**src/hw/tio_pkg.sv**
```systemverilog
// Purpose: constants shared by the ttl input/output port
// Assumes: one 200 MHz clock, synchronous active-low reset
// Notes:   widths fixed, no software-visible registers
`default_nettype none
package tio_pkg;
   // ---------------------------------------------------------------
   // widths and reset values
   // ---------------------------------------------------------------
   localparam int             LINE_COUNT   = 8;
   localparam logic [7:0]     OUT_RESET    = 8'h00;
   localparam logic [7:0]     IN_RESET     = 8'hff;
   localparam logic           CTRL_RESET   = 1'b1;
   localparam logic           MODE_RESET   = 1'b0;
   localparam int             SYNC_STAGES  = 2;
   localparam logic [7:0]     READ_BLOCKED = 8'h00;
endpackage
`default_nettype wire

```
**src/hw/tio_port.sv**
```systemverilog
// Purpose: eight ttl inputs with live/latched read, eight held outputs
// Assumes: pins pulled up outside the die; software bus is plain strobes
// Notes:   all outputs registered; port masked on the usb 2.0 link
//
// Functional notes
// - inputs read as weighted binary byte
// - low input line reads as zero
// - unconnected input line reads as one
// - control high gives live input reads
// - control falling captures; hold while low
// - eight output lines, each set individually
// - output bit n drives line n+1
// - outputs hold until next write
// - port unavailable over usb 2.0 link
`default_nettype none
module tio_port (
   input  wire logic       i_clk,
   input  wire logic       i_resetn,
   input  wire logic [7:0] i_in_line,
   input  wire logic       i_latch_n,
   input  wire logic       i_usb_link,
   input  wire logic       i_rd,
   input  wire logic       i_wr,
   input  wire logic [7:0] i_wdata,
   output var  logic [7:0] o_rdata,
   output var  logic       o_rvalid,
   output var  logic [7:0] o_out_line,
   output var  logic       o_latched,
   output var  logic       o_avail
);
   // ---------------------------------------------------------------
   // types and state
   // ---------------------------------------------------------------
   typedef enum logic [1:0] {
      TIO_LIVE = 2'b01,
      TIO_HELD = 2'b10
   } tio_mode_type;

   typedef struct packed {
      tio_mode_type mode;
      logic [7:0]   held;
      logic [7:0]   rdata;
      logic         rvalid;
      logic [7:0]   out_line;
      logic         avail;
   } tio_state_type;

   tio_state_type state;
   tio_state_type next_state;
   logic [8:0]    pins;
   logic [7:0]    live;
   logic          ctrl;

   // ---------------------------------------------------------------
   // pin synchroniser
   // ---------------------------------------------------------------
   tio_sync u_sync (
      .i_clk    (i_clk),
      .i_resetn (i_resetn),
      .i_async  ({i_latch_n, i_in_line}),
      .o_sync   (pins)
   );

   // bit order
   // line n lands on bit n-1, weight 2^(n-1)
   assign live = pins[7:0];
   assign ctrl = pins[8];

   // ---------------------------------------------------------------
   // next state
   // ---------------------------------------------------------------
   always_comb begin
      next_state        = state;
      next_state.rvalid = 1'b0;
      // usb masking
      // usb level sampled each cycle; not a pin, so no sync
      next_state.avail  = !i_usb_link;

      case (state.mode)
         TIO_LIVE: begin
            // capture on fall
            // captures the value seen in the same cycle as the edge
            if (!ctrl) begin
               next_state.mode = TIO_HELD;
               next_state.held = live;
            end
         end
         TIO_HELD: begin
            if (ctrl) begin
               next_state.mode = TIO_LIVE;
            end
         end
         default: begin
            next_state.mode = TIO_LIVE;
         end
      endcase

      if (i_rd) begin
         next_state.rvalid = 1'b1;
         if (i_usb_link) begin
            next_state.rdata = tio_pkg::READ_BLOCKED;
         end else if (state.mode == TIO_HELD) begin
            next_state.rdata = state.held;
         end else begin
            next_state.rdata = live;
         end
      end

      if (i_wr && !i_usb_link) begin
         next_state.out_line = i_wdata;
      end

      if (!i_resetn) begin
         next_state.mode     = TIO_LIVE;
         next_state.held     = tio_pkg::IN_RESET;
         next_state.rdata    = tio_pkg::READ_BLOCKED;
         next_state.rvalid   = 1'b0;
         next_state.out_line = tio_pkg::OUT_RESET;
         next_state.avail    = tio_pkg::MODE_RESET;
      end
   end

   always_ff @(posedge i_clk) begin
      state <= next_state;
   end

   // ---------------------------------------------------------------
   // outputs
   // ---------------------------------------------------------------
   assign o_rdata    = state.rdata;
   assign o_rvalid   = state.rvalid;
   assign o_out_line = state.out_line;
   assign o_latched  = state.mode[1];
   assign o_avail    = state.avail;
endmodule
`default_nettype wire

```
**src/hw/tio_sync.sv**
```systemverilog
// Purpose: two-flop synchroniser for the pin inputs
// Assumes: pins asynchronous to i_clk
// Notes:   first stage feeds only the second stage
`default_nettype none
module tio_sync (
   input  wire logic       i_clk,
   input  wire logic       i_resetn,
   input  wire logic [8:0] i_async,
   output var  logic [8:0] o_sync
);
   // ---------------------------------------------------------------
   // state
   // ---------------------------------------------------------------
   typedef struct packed {
      logic [8:0] stage1;
      logic [8:0] stage2;
   } tio_sync_state_type;

   tio_sync_state_type state;
   tio_sync_state_type next_state;

   always_comb begin
      next_state        = state;
      next_state.stage1 = i_async;
      next_state.stage2 = state.stage1;
      // idle pins read high, as a pulled-up line would
      if (!i_resetn) begin
         next_state.stage1 = {tio_pkg::CTRL_RESET, tio_pkg::IN_RESET};
         next_state.stage2 = {tio_pkg::CTRL_RESET, tio_pkg::IN_RESET};
      end
   end

   always_ff @(posedge i_clk) begin
      state <= next_state;
   end

   assign o_sync = state.stage2;
endmodule
`default_nettype wire
```
**config.mk**
```make
export PLATFORM = sky130hd
export DESIGN_NAME = tio_port
export DESIGN_NICKNAME = d
export VERILOG_FILES = /design/src/hw/tio_pkg.sv /design/src/hw/tio_port.sv /design/src/hw/tio_sync.sv
export SDC_FILE = /design/constraint.sdc
export NUM_CORES = 1
export LEC_CHECK = 0
export BUFFER_PORTS_ARGS = -buffer_cell sky130_fd_sc_hd__clkbuf_2
export CAP_MARGIN = 30
export CORE_MARGIN = 4
export CORE_UTILIZATION = 52
export DETAILED_ROUTE_END_ITERATION = 10
export PLACE_DENSITY = 0.83
export SYNTH_ARGS = -nofsm -noshare
export SYNTH_HDL_FRONTEND = slang
export SYNTH_HIERARCHICAL = 1
export SYNTH_SLANG_ARGS = --single-unit
```
**constraint.sdc**
```tcl
create_clock -name i_clk -period 1.5 [get_ports i_clk]
set_clock_uncertainty 0.05 [all_clocks]
set_input_delay 0.3 -clock i_clk [delete_from_list [all_inputs] [get_ports i_clk]]
set_output_delay 0.3 -clock i_clk [all_outputs]
set_load 0.01 [all_outputs]
```
# Word-level counts from Yosys, hierarchy flattened
# Index checks and enable logic that the tools add are counted.
[word_totals]
regBits = 46
in_bits = 22
output_inout_bits = 19
wordCells = 23
[classes]
n_eq_ne = 4
n_mux = 6
n_bitwise = 1
n_reduce_logical = 4
[ops]
columns = ["operator", "count"]
rows = [
  ["two-way mux 8 bit", 2],
  ["two-way mux 10 bit", 1],
  ["case mux 2 bit (2 select lines)", 1],
  ["AND reduction 2 bit", 2],
  ["== test 2 x 1 -> 1 bit (second input constant)", 1],
  ["== test 2 bit (second input constant)", 1],
  ["two-way mux 2 bit", 1],
  ["inequality test 2 x 1 -> 1 bit (second input constant)", 1],
  ["inequality test 2 bit (second input constant)", 1],
  ["logical AND 1 bit", 1],
  ["zero test 1 bit", 1],
  ["two-way mux 1 bit", 1],
  ["inverter 1 bit", 1],
]

# Depth between registers and ports, before layout
# Gate-level depths: netlist of the first run.
[logic_depth]
depth_word = 3
ltp_mapped = 5
mapped_depth_nobuf = 3

# Modules after synthesis
# Netlist of the first run, hierarchy kept.
[modules_own_cells]
columns = ["module", "n_inst", "cells_each", "area_each_um2", "seq_area_each_um2"]
rows = [
  ["tio_port", 1, 125, 1176.1, 560.5],
  ["tio_sync", 1, 46, 554.3, 360.3],
]

# Least setup slack after synthesis of the first run
# OpenSTA, ideal clock, no wires.
[synth_timing]
path_kind = "reg2reg"
startpoint = "register u_sync.state, in the netlist u_sync/o_sync[8]"
endpoint = "register state[18] (netlist bit)"
setup_time_ns = 0.125
t_arrival_ns = 0.999
required_ns = 1.325
setup_slack_ns = 0.327
path_stages_with_launch = 6
n_path_buf = 2
period_less_slack_ns = 1.173
cell_sequence = "dfxtp_1 > buf_4 > or3b_1 > buf_6 > nand2_1 > nand3_1"
[synth_via]
elab_chain_len = 2
[synth_lines]
columns = ["item", "line_no", "source"]
rows = [
  ["from (decl)", "tio_sync.sv:19", "tio_sync_state_type state;"],
  ["from (signal assigned)", "tio_sync.sv:34", "state <= next_state;"],
  ["inverter 1 bit (no source line)", "--", ""],
  ["AND reduction 2 bit (no source line)", "--", ""],
  ["to (signal assigned)", "tio_port.sv:124", "state <= next_state;"],
  ["to (decl)", "tio_port.sv:48", "tio_state_type state;"],
]
# No other way between the ends.
# A chain may end at the register's enable or synchronous reset.

# Worst setup path after layout of the first run
[layout_timing]
startpoint = "register state, in the netlist o_latched"
endpoint = "output o_latched"
[layout_rtl]
columns = ["item", "line_no", "source"]
rows = [
  ["to (decl)", "tio_port.sv:28", "output var logic o_latched,"],
]
# No word-level cell between the ends.

==> impl_metrics.csv, run 1 <==
group,metric,value,unit
pwr,seq_power_share,0.602,
sta,fmax,0.7633,GHz
placement,placed_cell_count,225,
setup_path,crit_arrival,960,ps
setup_path,cp-endpoint,"o_latched",
setup_path,crit_path_start,"o_latched",
setup_path,worstPathCellList,"clkbuf_2",
pwr,switching_share,0.2067,
sta,rsz0062_at_grt,"false",
grt,use_met2,0.2153,
grt,gr-usage-met1,0.1487,
clocking,clock_tree.buffer_depth,2,
sta,tns,0,ps
grt,first_pass_grt_wire_length,4271,µm
sta,final-max-slew-violation-count,0,
grt,grt_start_max_net_pins,31,
synth,synthArstFlopShare,0,
clocking,ctsHoldBuffers,0,
worst_hold_path,hold_path_depth,2,
grt,globalRoute.busiestLayer,"met2",
setup_path,crit_path_top_delay_cell,"sky130_fd_sc_hd__dfxtp_1",
synth,syn-num-nets,193,
placement,post_detailed_placement_half_perimeter_wirelength,1948,µm
synth,mappedNetlistArea,0.001730,mm²
die,chipHeight,65.69,µm
pwr,share_comb_of_total_power,0.078,
die,io_pins,41,
drt,detailed_route_wire_length_per_cell,10.57,µm
sta,slew_headroom,0.6664,
synth,edff_count_synth,0,
setup_path,startpoint_type,"flip-flop",
sta,finalCriticalPeriod,1310,ps
grt,via_count_of_the_first_global_routing_pass,984,
finish,nNetsFinal,210,
drt,wirelength,2462,µm
synth,synthDistinctLibCells,20,
setup_path,crit_type,"reg -> out",
finish,area_delta_synth_final,6.652,%
setup_path,worst-path-max-fanout,5,
setup_path,worst_r2r_endpoint,"o_rdata[7]",
sta,max_slew.worst_pin.slew,499.4,ps
drt,route.detailed.drc,0,
grt,grt_overflow_total,0,
synth,synth-seq-cells,46,
setup_path,setup.reg_to_reg.worst_slack,210,ps
sta,whs,85.36,ps
drt,route.antenna.remaining_nets,0,
sta,final-hold-violation-count,0,
setup_path,worst_path_largest_cell_delay,450,ps
drt,avgViaCountPerCell,4.519,
finish,fill_cells,284,
flow_run,timing.max_cap.violations,0,
sta,setup_viol,0,
clocking,post_cts_resized,0,
finish,antenna-diode-count,0,
pwr,net_switching,449.0,µW
pwr,cellLeakagePower,0.0008883,µW
clocking,htreeDepth,2,
placement,buffer_ports.inserted,40,
finish,drive_gt1_frac,0.2593,
synth,count_of_warnings_emitted_by_yosys,6,
setup_path,cp_top_family,"flip-flops",
synth,synth-main-ff-cell,"sky130_fd_sc_hd__dfxtp_1",
setup_path,path_buf_inv,1,
drt,firstDrtPassIters,4,
die,placement_rows,20,
die,die_w,65.69,µm
clocking,cts.root.buffer_cell,"sky130_fd_sc_hd__clkbuf_4",
clocking,clock_insertion_delay_worst_skew,330,ps
drt,routed-via-count,1053,
synth,syn_area_per_cell,10.12,µm²
synth,post_synth_inst_count,171,
placement,finalWeightedCongestion,0.7335,
pwr,power.share.clock,0.319,
grt,grt_util_met3,0.05983,
grt,grt.total_usage,0.1311,
clocking,cts_buffers,5,
setup_path,path_depth,1,
sta,fin_crit_sh,0.8734,
pwr,power_density_over_the_cells,1177,mW/mm²
drt,drt_first_iter_violations,42,
run_status,result_of_the_run,"finished, final reports clean",
finish,finish.cell_count_without_fillers,233,
clocking,cts.reportedPaths.clkPinSlew,120,ps
setup_path,cp.required,1150,ps
worst_hold_path,min-delay-path-class,"in -> reg",
die,floorplan.initialDensity,0.5532,
clocking,tritoncts_sink_count,46,
setup_path,worstRegToRegCells,3,
pwr,irDropWorstVdd,580.2,µV
grt,antenna_violations_before_repair,0,
die,fp.dieArea,0.004315,mm²
die,core_area,0.003128,mm²
pwr,power.internal,1723,µW
setup_path,timing.critical_path.to_type,"output port",
setup_path,worstReg2RegStart,"state[26]",
clocking,cts_tree,"yes",
synth,ys_seq_area_frac,0.5322,
clocking,setup_fix_buffers_added_after_clock_tree_synthesis,0,
## per-layer routing
layer,part of all wire,wire length [µm]
met5,0,0
met4,0.0085,21
met3,0.077,190
met2,0.48,1182
met1,0.43,1068
## area by class of cell
cell class / count / area, µm² / area share
well taps: 44 / 55.05 / 0.02983
multi-input cells: 92 / 575.6 / 0.3119
inverters: 1 / 3.754 / 0.002034
clock buffers: 7 / 45.04 / 0.02441
flip-flops and latches: 46 / 920.9 / 0.4990
clock inverters: 1 / 30.03 / 0.01627
repair buffers: 42 / 215.2 / 0.1166
## metrics by stage
stage          area [µm²]  utilization  total power, µW  setup slack, ps
4_1_cts              1846       0.5900             2192            188.5
3_5_place_dp         1770       0.5660             1510            224.0
2_1_floorplan        1730            -             1480            326.9
6_report             1846       0.5900             2172            189.9
3_3_place_gp         1770       0.5660             1500            293.3
5_1_grt              1846       0.5900             2286            107.9
## power by group through the flow
| stage | Sequential (µW) | Combinational (µW) | Clock, µW |
|---|---|---|---|
| floorplan | 1330 | 150 | 0 |
| CTS | 1310 | 173 | 710 |
| global placement | 1330 | 165 | 0 |
| finish | 1310 | 170 | 694 |
| detailed placement | 1340 | 173 | 0 |
| global route | 1320 | 192 | 776 |
## flip-flops by register name, summed over array words and instances, names as in the netlist
| name | count |
|---|---|
| o_latched | 1 |
| o_avail | 1 |
| u_sync/state | 9 |
| o_out_line | 8 |
| state | 9 |
| o_rvalid | 1 |
| u_sync/o_sync | 9 |
| o_rdata | 8 |
## cell families (layout without fill, tap and decap cells)
logic type                after synthesis  after routing  share of synthesized area
and+or+nand+nor                        67             67                     0.2119
muxes                                  16             16                    0.09255
DFF                                    46             46                     0.5322
xor gates and xnor gates                1              1                   0.005062
AOI/OAI and AO/OA                       8              8                    0.02313
buffers and inverters                  33             51                     0.1352
## cells in the mapped netlist, types with 4 or more instances
cell type	instances	area (µm²)
sky130_fd_sc_hd__dfxtp_1	46	920.9
sky130_fd_sc_hd__buf_4	26	195.2
sky130_fd_sc_hd__nand2_1	25	93.84
sky130_fd_sc_hd__mux2i_1	16	160.2
sky130_fd_sc_hd__nand2b_1	12	75.07
sky130_fd_sc_hd__nor2b_1	10	62.56
sky130_fd_sc_hd__nand3_1	8	40.04
sky130_fd_sc_hd__o21ai_0	7	35.03
sky130_fd_sc_hd__or2b_1	7	52.55
sky130_fd_sc_hd__buf_2	4	20.02
## worst min path at each step
stage / from / to / slack (ps)
2_1_floorplan: i_resetn / u_sync/o_sync[4] / 320
3_3_place_gp: u_sync/state[12] / u_sync/o_sync[3] / 340
3_5_place_dp: u_sync/state[12] / u_sync/o_sync[3] / 340
4_1_cts: i_in_line[7] / u_sync/state[16] / 70
5_1_grt: i_in_line[7] / u_sync/state[16] / 70
6_report: i_in_line[7] / u_sync/state[16] / 90
## layout by cell type (no fill, tap or decap), types with 2 or more instances in the layout
master | synthesis | routed
sky130_fd_sc_hd__o21ai_0 | 7 | 7
sky130_fd_sc_hd__mux2i_1 | 16 | 16
sky130_fd_sc_hd__nand2b_1 | 12 | 12
sky130_fd_sc_hd__dfxtp_1 | 46 | 46
sky130_fd_sc_hd__or2b_1 | 7 | 7
sky130_fd_sc_hd__clkbuf_4 | 0 | 5
sky130_fd_sc_hd__clkbuf_1 | 0 | 2
sky130_fd_sc_hd__nor2b_1 | 10 | 10
sky130_fd_sc_hd__nand3_1 | 8 | 8
sky130_fd_sc_hd__nand2_1 | 25 | 25
sky130_fd_sc_hd__clkbuf_2 | 0 | 40
sky130_fd_sc_hd__buf_4 | 26 | 2
Note: power is estimated with default switching activity, not from simulation.
==> run 2, diff against run 1 <==
Settings changed: CORE_ASPECT_RATIO set to 0.7.
==> impl_metrics.csv, run 2 (same netlist as run 1, synthesis figures left out) <==
group,metric,value,unit
run_status,result_of_the_run,"finished, final reports clean",
finish,drive_gt1_frac,0.2775,
die,placement_rows,17,
clocking,cts.root.buffer_cell,"sky130_fd_sc_hd__clkbuf_8",
die,chipHeight,56.27,µm
sta,fin_crit_sh,0.8335,
placement,buffer_ports.inserted,40,
worst_hold_path,min-delay-path-class,"in -> reg",
finish,layout.cells.most_common,"sky130_fd_sc_hd__dfxtp_1",
setup_path,worstPathCellList,"or3b_1, nand2_1, nand3_1",
sta,tns,0,ps
die,fp.dieArea,0.004330,mm²
setup_path,startpoint_type,"flip-flop",
clocking,setup_fix_buffers_added_after_clock_tree_synthesis,0,
sta,rsz0062_at_grt,"false",
clocking,post_cts_resized,0,
setup_path,crit_type,"reg -> reg",
grt,grt.total_usage,0.1206,
sta,max_slew.worst_pin.slew,510.9,ps
clocking,tritoncts_sink_count,46,
setup_path,cp_top_family,"simple AND/OR/NAND/NOR gates",
drt,firstDrtPassIters,4,
sta,final-max-slew-violation-count,0,
placement,post_detailed_placement_half_perimeter_wirelength,1862,µm
clocking,cts_buffers,5,
setup_path,worst_r2r_endpoint,"state[24]",
setup_path,timing.critical_path.to_type,"flip-flop",
setup_path,worstReg2RegStart,"o_latched",
placement,finalWeightedCongestion,0.7401,
drt,route.antenna.remaining_nets,0,
clocking,cts.reportedPaths.clkPinSlew,80,ps
pwr,cellLeakagePower,0.0009163,µW
die,floorplan.initialDensity,0.5460,
pwr,power.internal,1869,µW
sta,fmax,0.7998,GHz
flow_run,timing.max_cap.violations,0,
setup_path,cp.required,1630,ps
finish,fill_cells,300,
grt,first_pass_grt_wire_length,3974,µm
drt,wirelength,2457,µm
sta,whs,128.3,ps
clocking,ctsHoldBuffers,0,
sta,slew_headroom,0.6579,
finish,antenna-diode-count,0,
drt,routed-via-count,1008,
grt,grt_overflow_total,0,
pwr,switching_share,0.2143,
setup_path,crit_path_top_delay_cell,"sky130_fd_sc_hd__or3b_1",
sta,finalCriticalPeriod,1250,ps
finish,nNetsFinal,212,
placement,placed_cell_count,221,
grt,antenna_violations_before_repair,0,
drt,detailed_route_wire_length_per_cell,10.73,µm
die,io_pins,41,
pwr,power.share.clock,0.378,
setup_path,worstRegToRegCells,3,
clocking,clock_tree.buffer_depth,2,
pwr,power_density_over_the_cells,1258,mW/mm²
pwr,finalPower,2379,µW
setup_path,crit_path_start,"o_latched",
clocking,clock_insertion_delay_worst_skew,290,ps
setup_path,setup.reg_to_reg.worst_slack,250,ps
pwr,net_switching,509.7,µW
finish,area_delta_synth_final,9.255,%
grt,grt_start_max_net_pins,26,
sta,setup_viol,0,
finish,finish.cell_count_without_fillers,229,
pwr,irDropWorstVdd,940.4,µV
clocking,cts_tree,"yes",
worst_hold_path,hold_path_startpoint,"i_in_line[2]",
pwr,share_comb_of_total_power,0.072,
drt,avgViaCountPerCell,4.402,
die,core_area,0.003169,mm²
setup_path,worst_path_largest_cell_delay,530,ps
drt,drt_first_iter_violations,43,
worst_hold_path,timing.hold.worst_endpoint,"u_sync/state[11]",
grt,via_count_of_the_first_global_routing_pass,911,
pwr,seq_power_share,0.550,
setup_path,path_buf_inv,0,
finish,final_cell_mix,"46 x sky130_fd_sc_hd__dfxtp_1, 40 x sky130_fd_sc_hd__clkbuf_2, 25 x sky130_fd_sc_hd__nand2_1",
setup_path,worst-path-max-fanout,8,
die,die_w,76.95,µm
worst_hold_path,hold_path_depth,2,
setup_path,crit_arrival,1380,ps
clocking,htreeDepth,2,
sta,final-hold-violation-count,0,
drt,route.detailed.drc,0,
run 2: cell types whose count changed in the layout (fill, tap and decap cells not counted):
cell / delta
sky130_fd_sc_hd__clkbuf_4: -5
sky130_fd_sc_hd__clkbuf_8: +5
sky130_fd_sc_hd__buf_4: +2
sky130_fd_sc_hd__clkbuf_1: -2
sky130_fd_sc_hd__clkinv_2: +1
sky130_fd_sc_hd__inv_6: +1
run 2: per-layer routing:
metal	part of all wire	wire length, µm	track usage	up-vias
li1	-	-	-	558
met1	0.52	1274	0.1615	412
met2	0.40	972	0.1613	30
met3	0.063	154	0.04968	8
met4	0.023	56	0.06977	0
met5	0	0	0	-
run 2: per-stage QoR:
stage	area, µm²	utilization	setup WS [ps]
6_report	1891	0.5965	249.7
5_1_grt	1891	0.5965	192.9
4_1_cts	1891	0.5965	237.6
3_5_place_dp	1778	0.5610	247.2
3_3_place_gp	1778	0.5610	306.5
2_1_floorplan	1730	-	326.9
run 2: worst max path at each step:
stage           endpoint  slack [ps]  cells after the start
2_1_floorplan  state[18]         330                      5
3_3_place_gp   state[24]         310                      3
3_5_place_dp   state[24]         250                      3
4_1_cts        state[24]         240                      3
5_1_grt        state[24]         190                      3
6_report       state[24]         250                      3
run 2: area by class of cell:
| class | count | area (µm²) | area share |
|---|---|---|---|
| Inverter | 1 | 3.754 | 0.001985 |
| Clock inverter | 3 | 43.79 | 0.02316 |
| Multi-Input combinational cell | 92 | 575.6 | 0.3044 |
| Clock buffer | 5 | 68.82 | 0.03640 |
| Sequential cell | 46 | 920.9 | 0.4871 |
| Timing Repair Buffer | 44 | 230.2 | 0.1218 |
| Tap cell | 38 | 47.55 | 0.02515 |
run 2: power groups by stage:
stage / logic [µW] / clock network [µW] / registers (µW)
finish: 172 / 899 / 1310
global route: 192 / 986 / 1320
CTS: 175 / 929 / 1310
detailed placement: 175 / 0 / 1340
global placement: 171 / 0 / 1330
floorplan: 150 / 0 / 1330
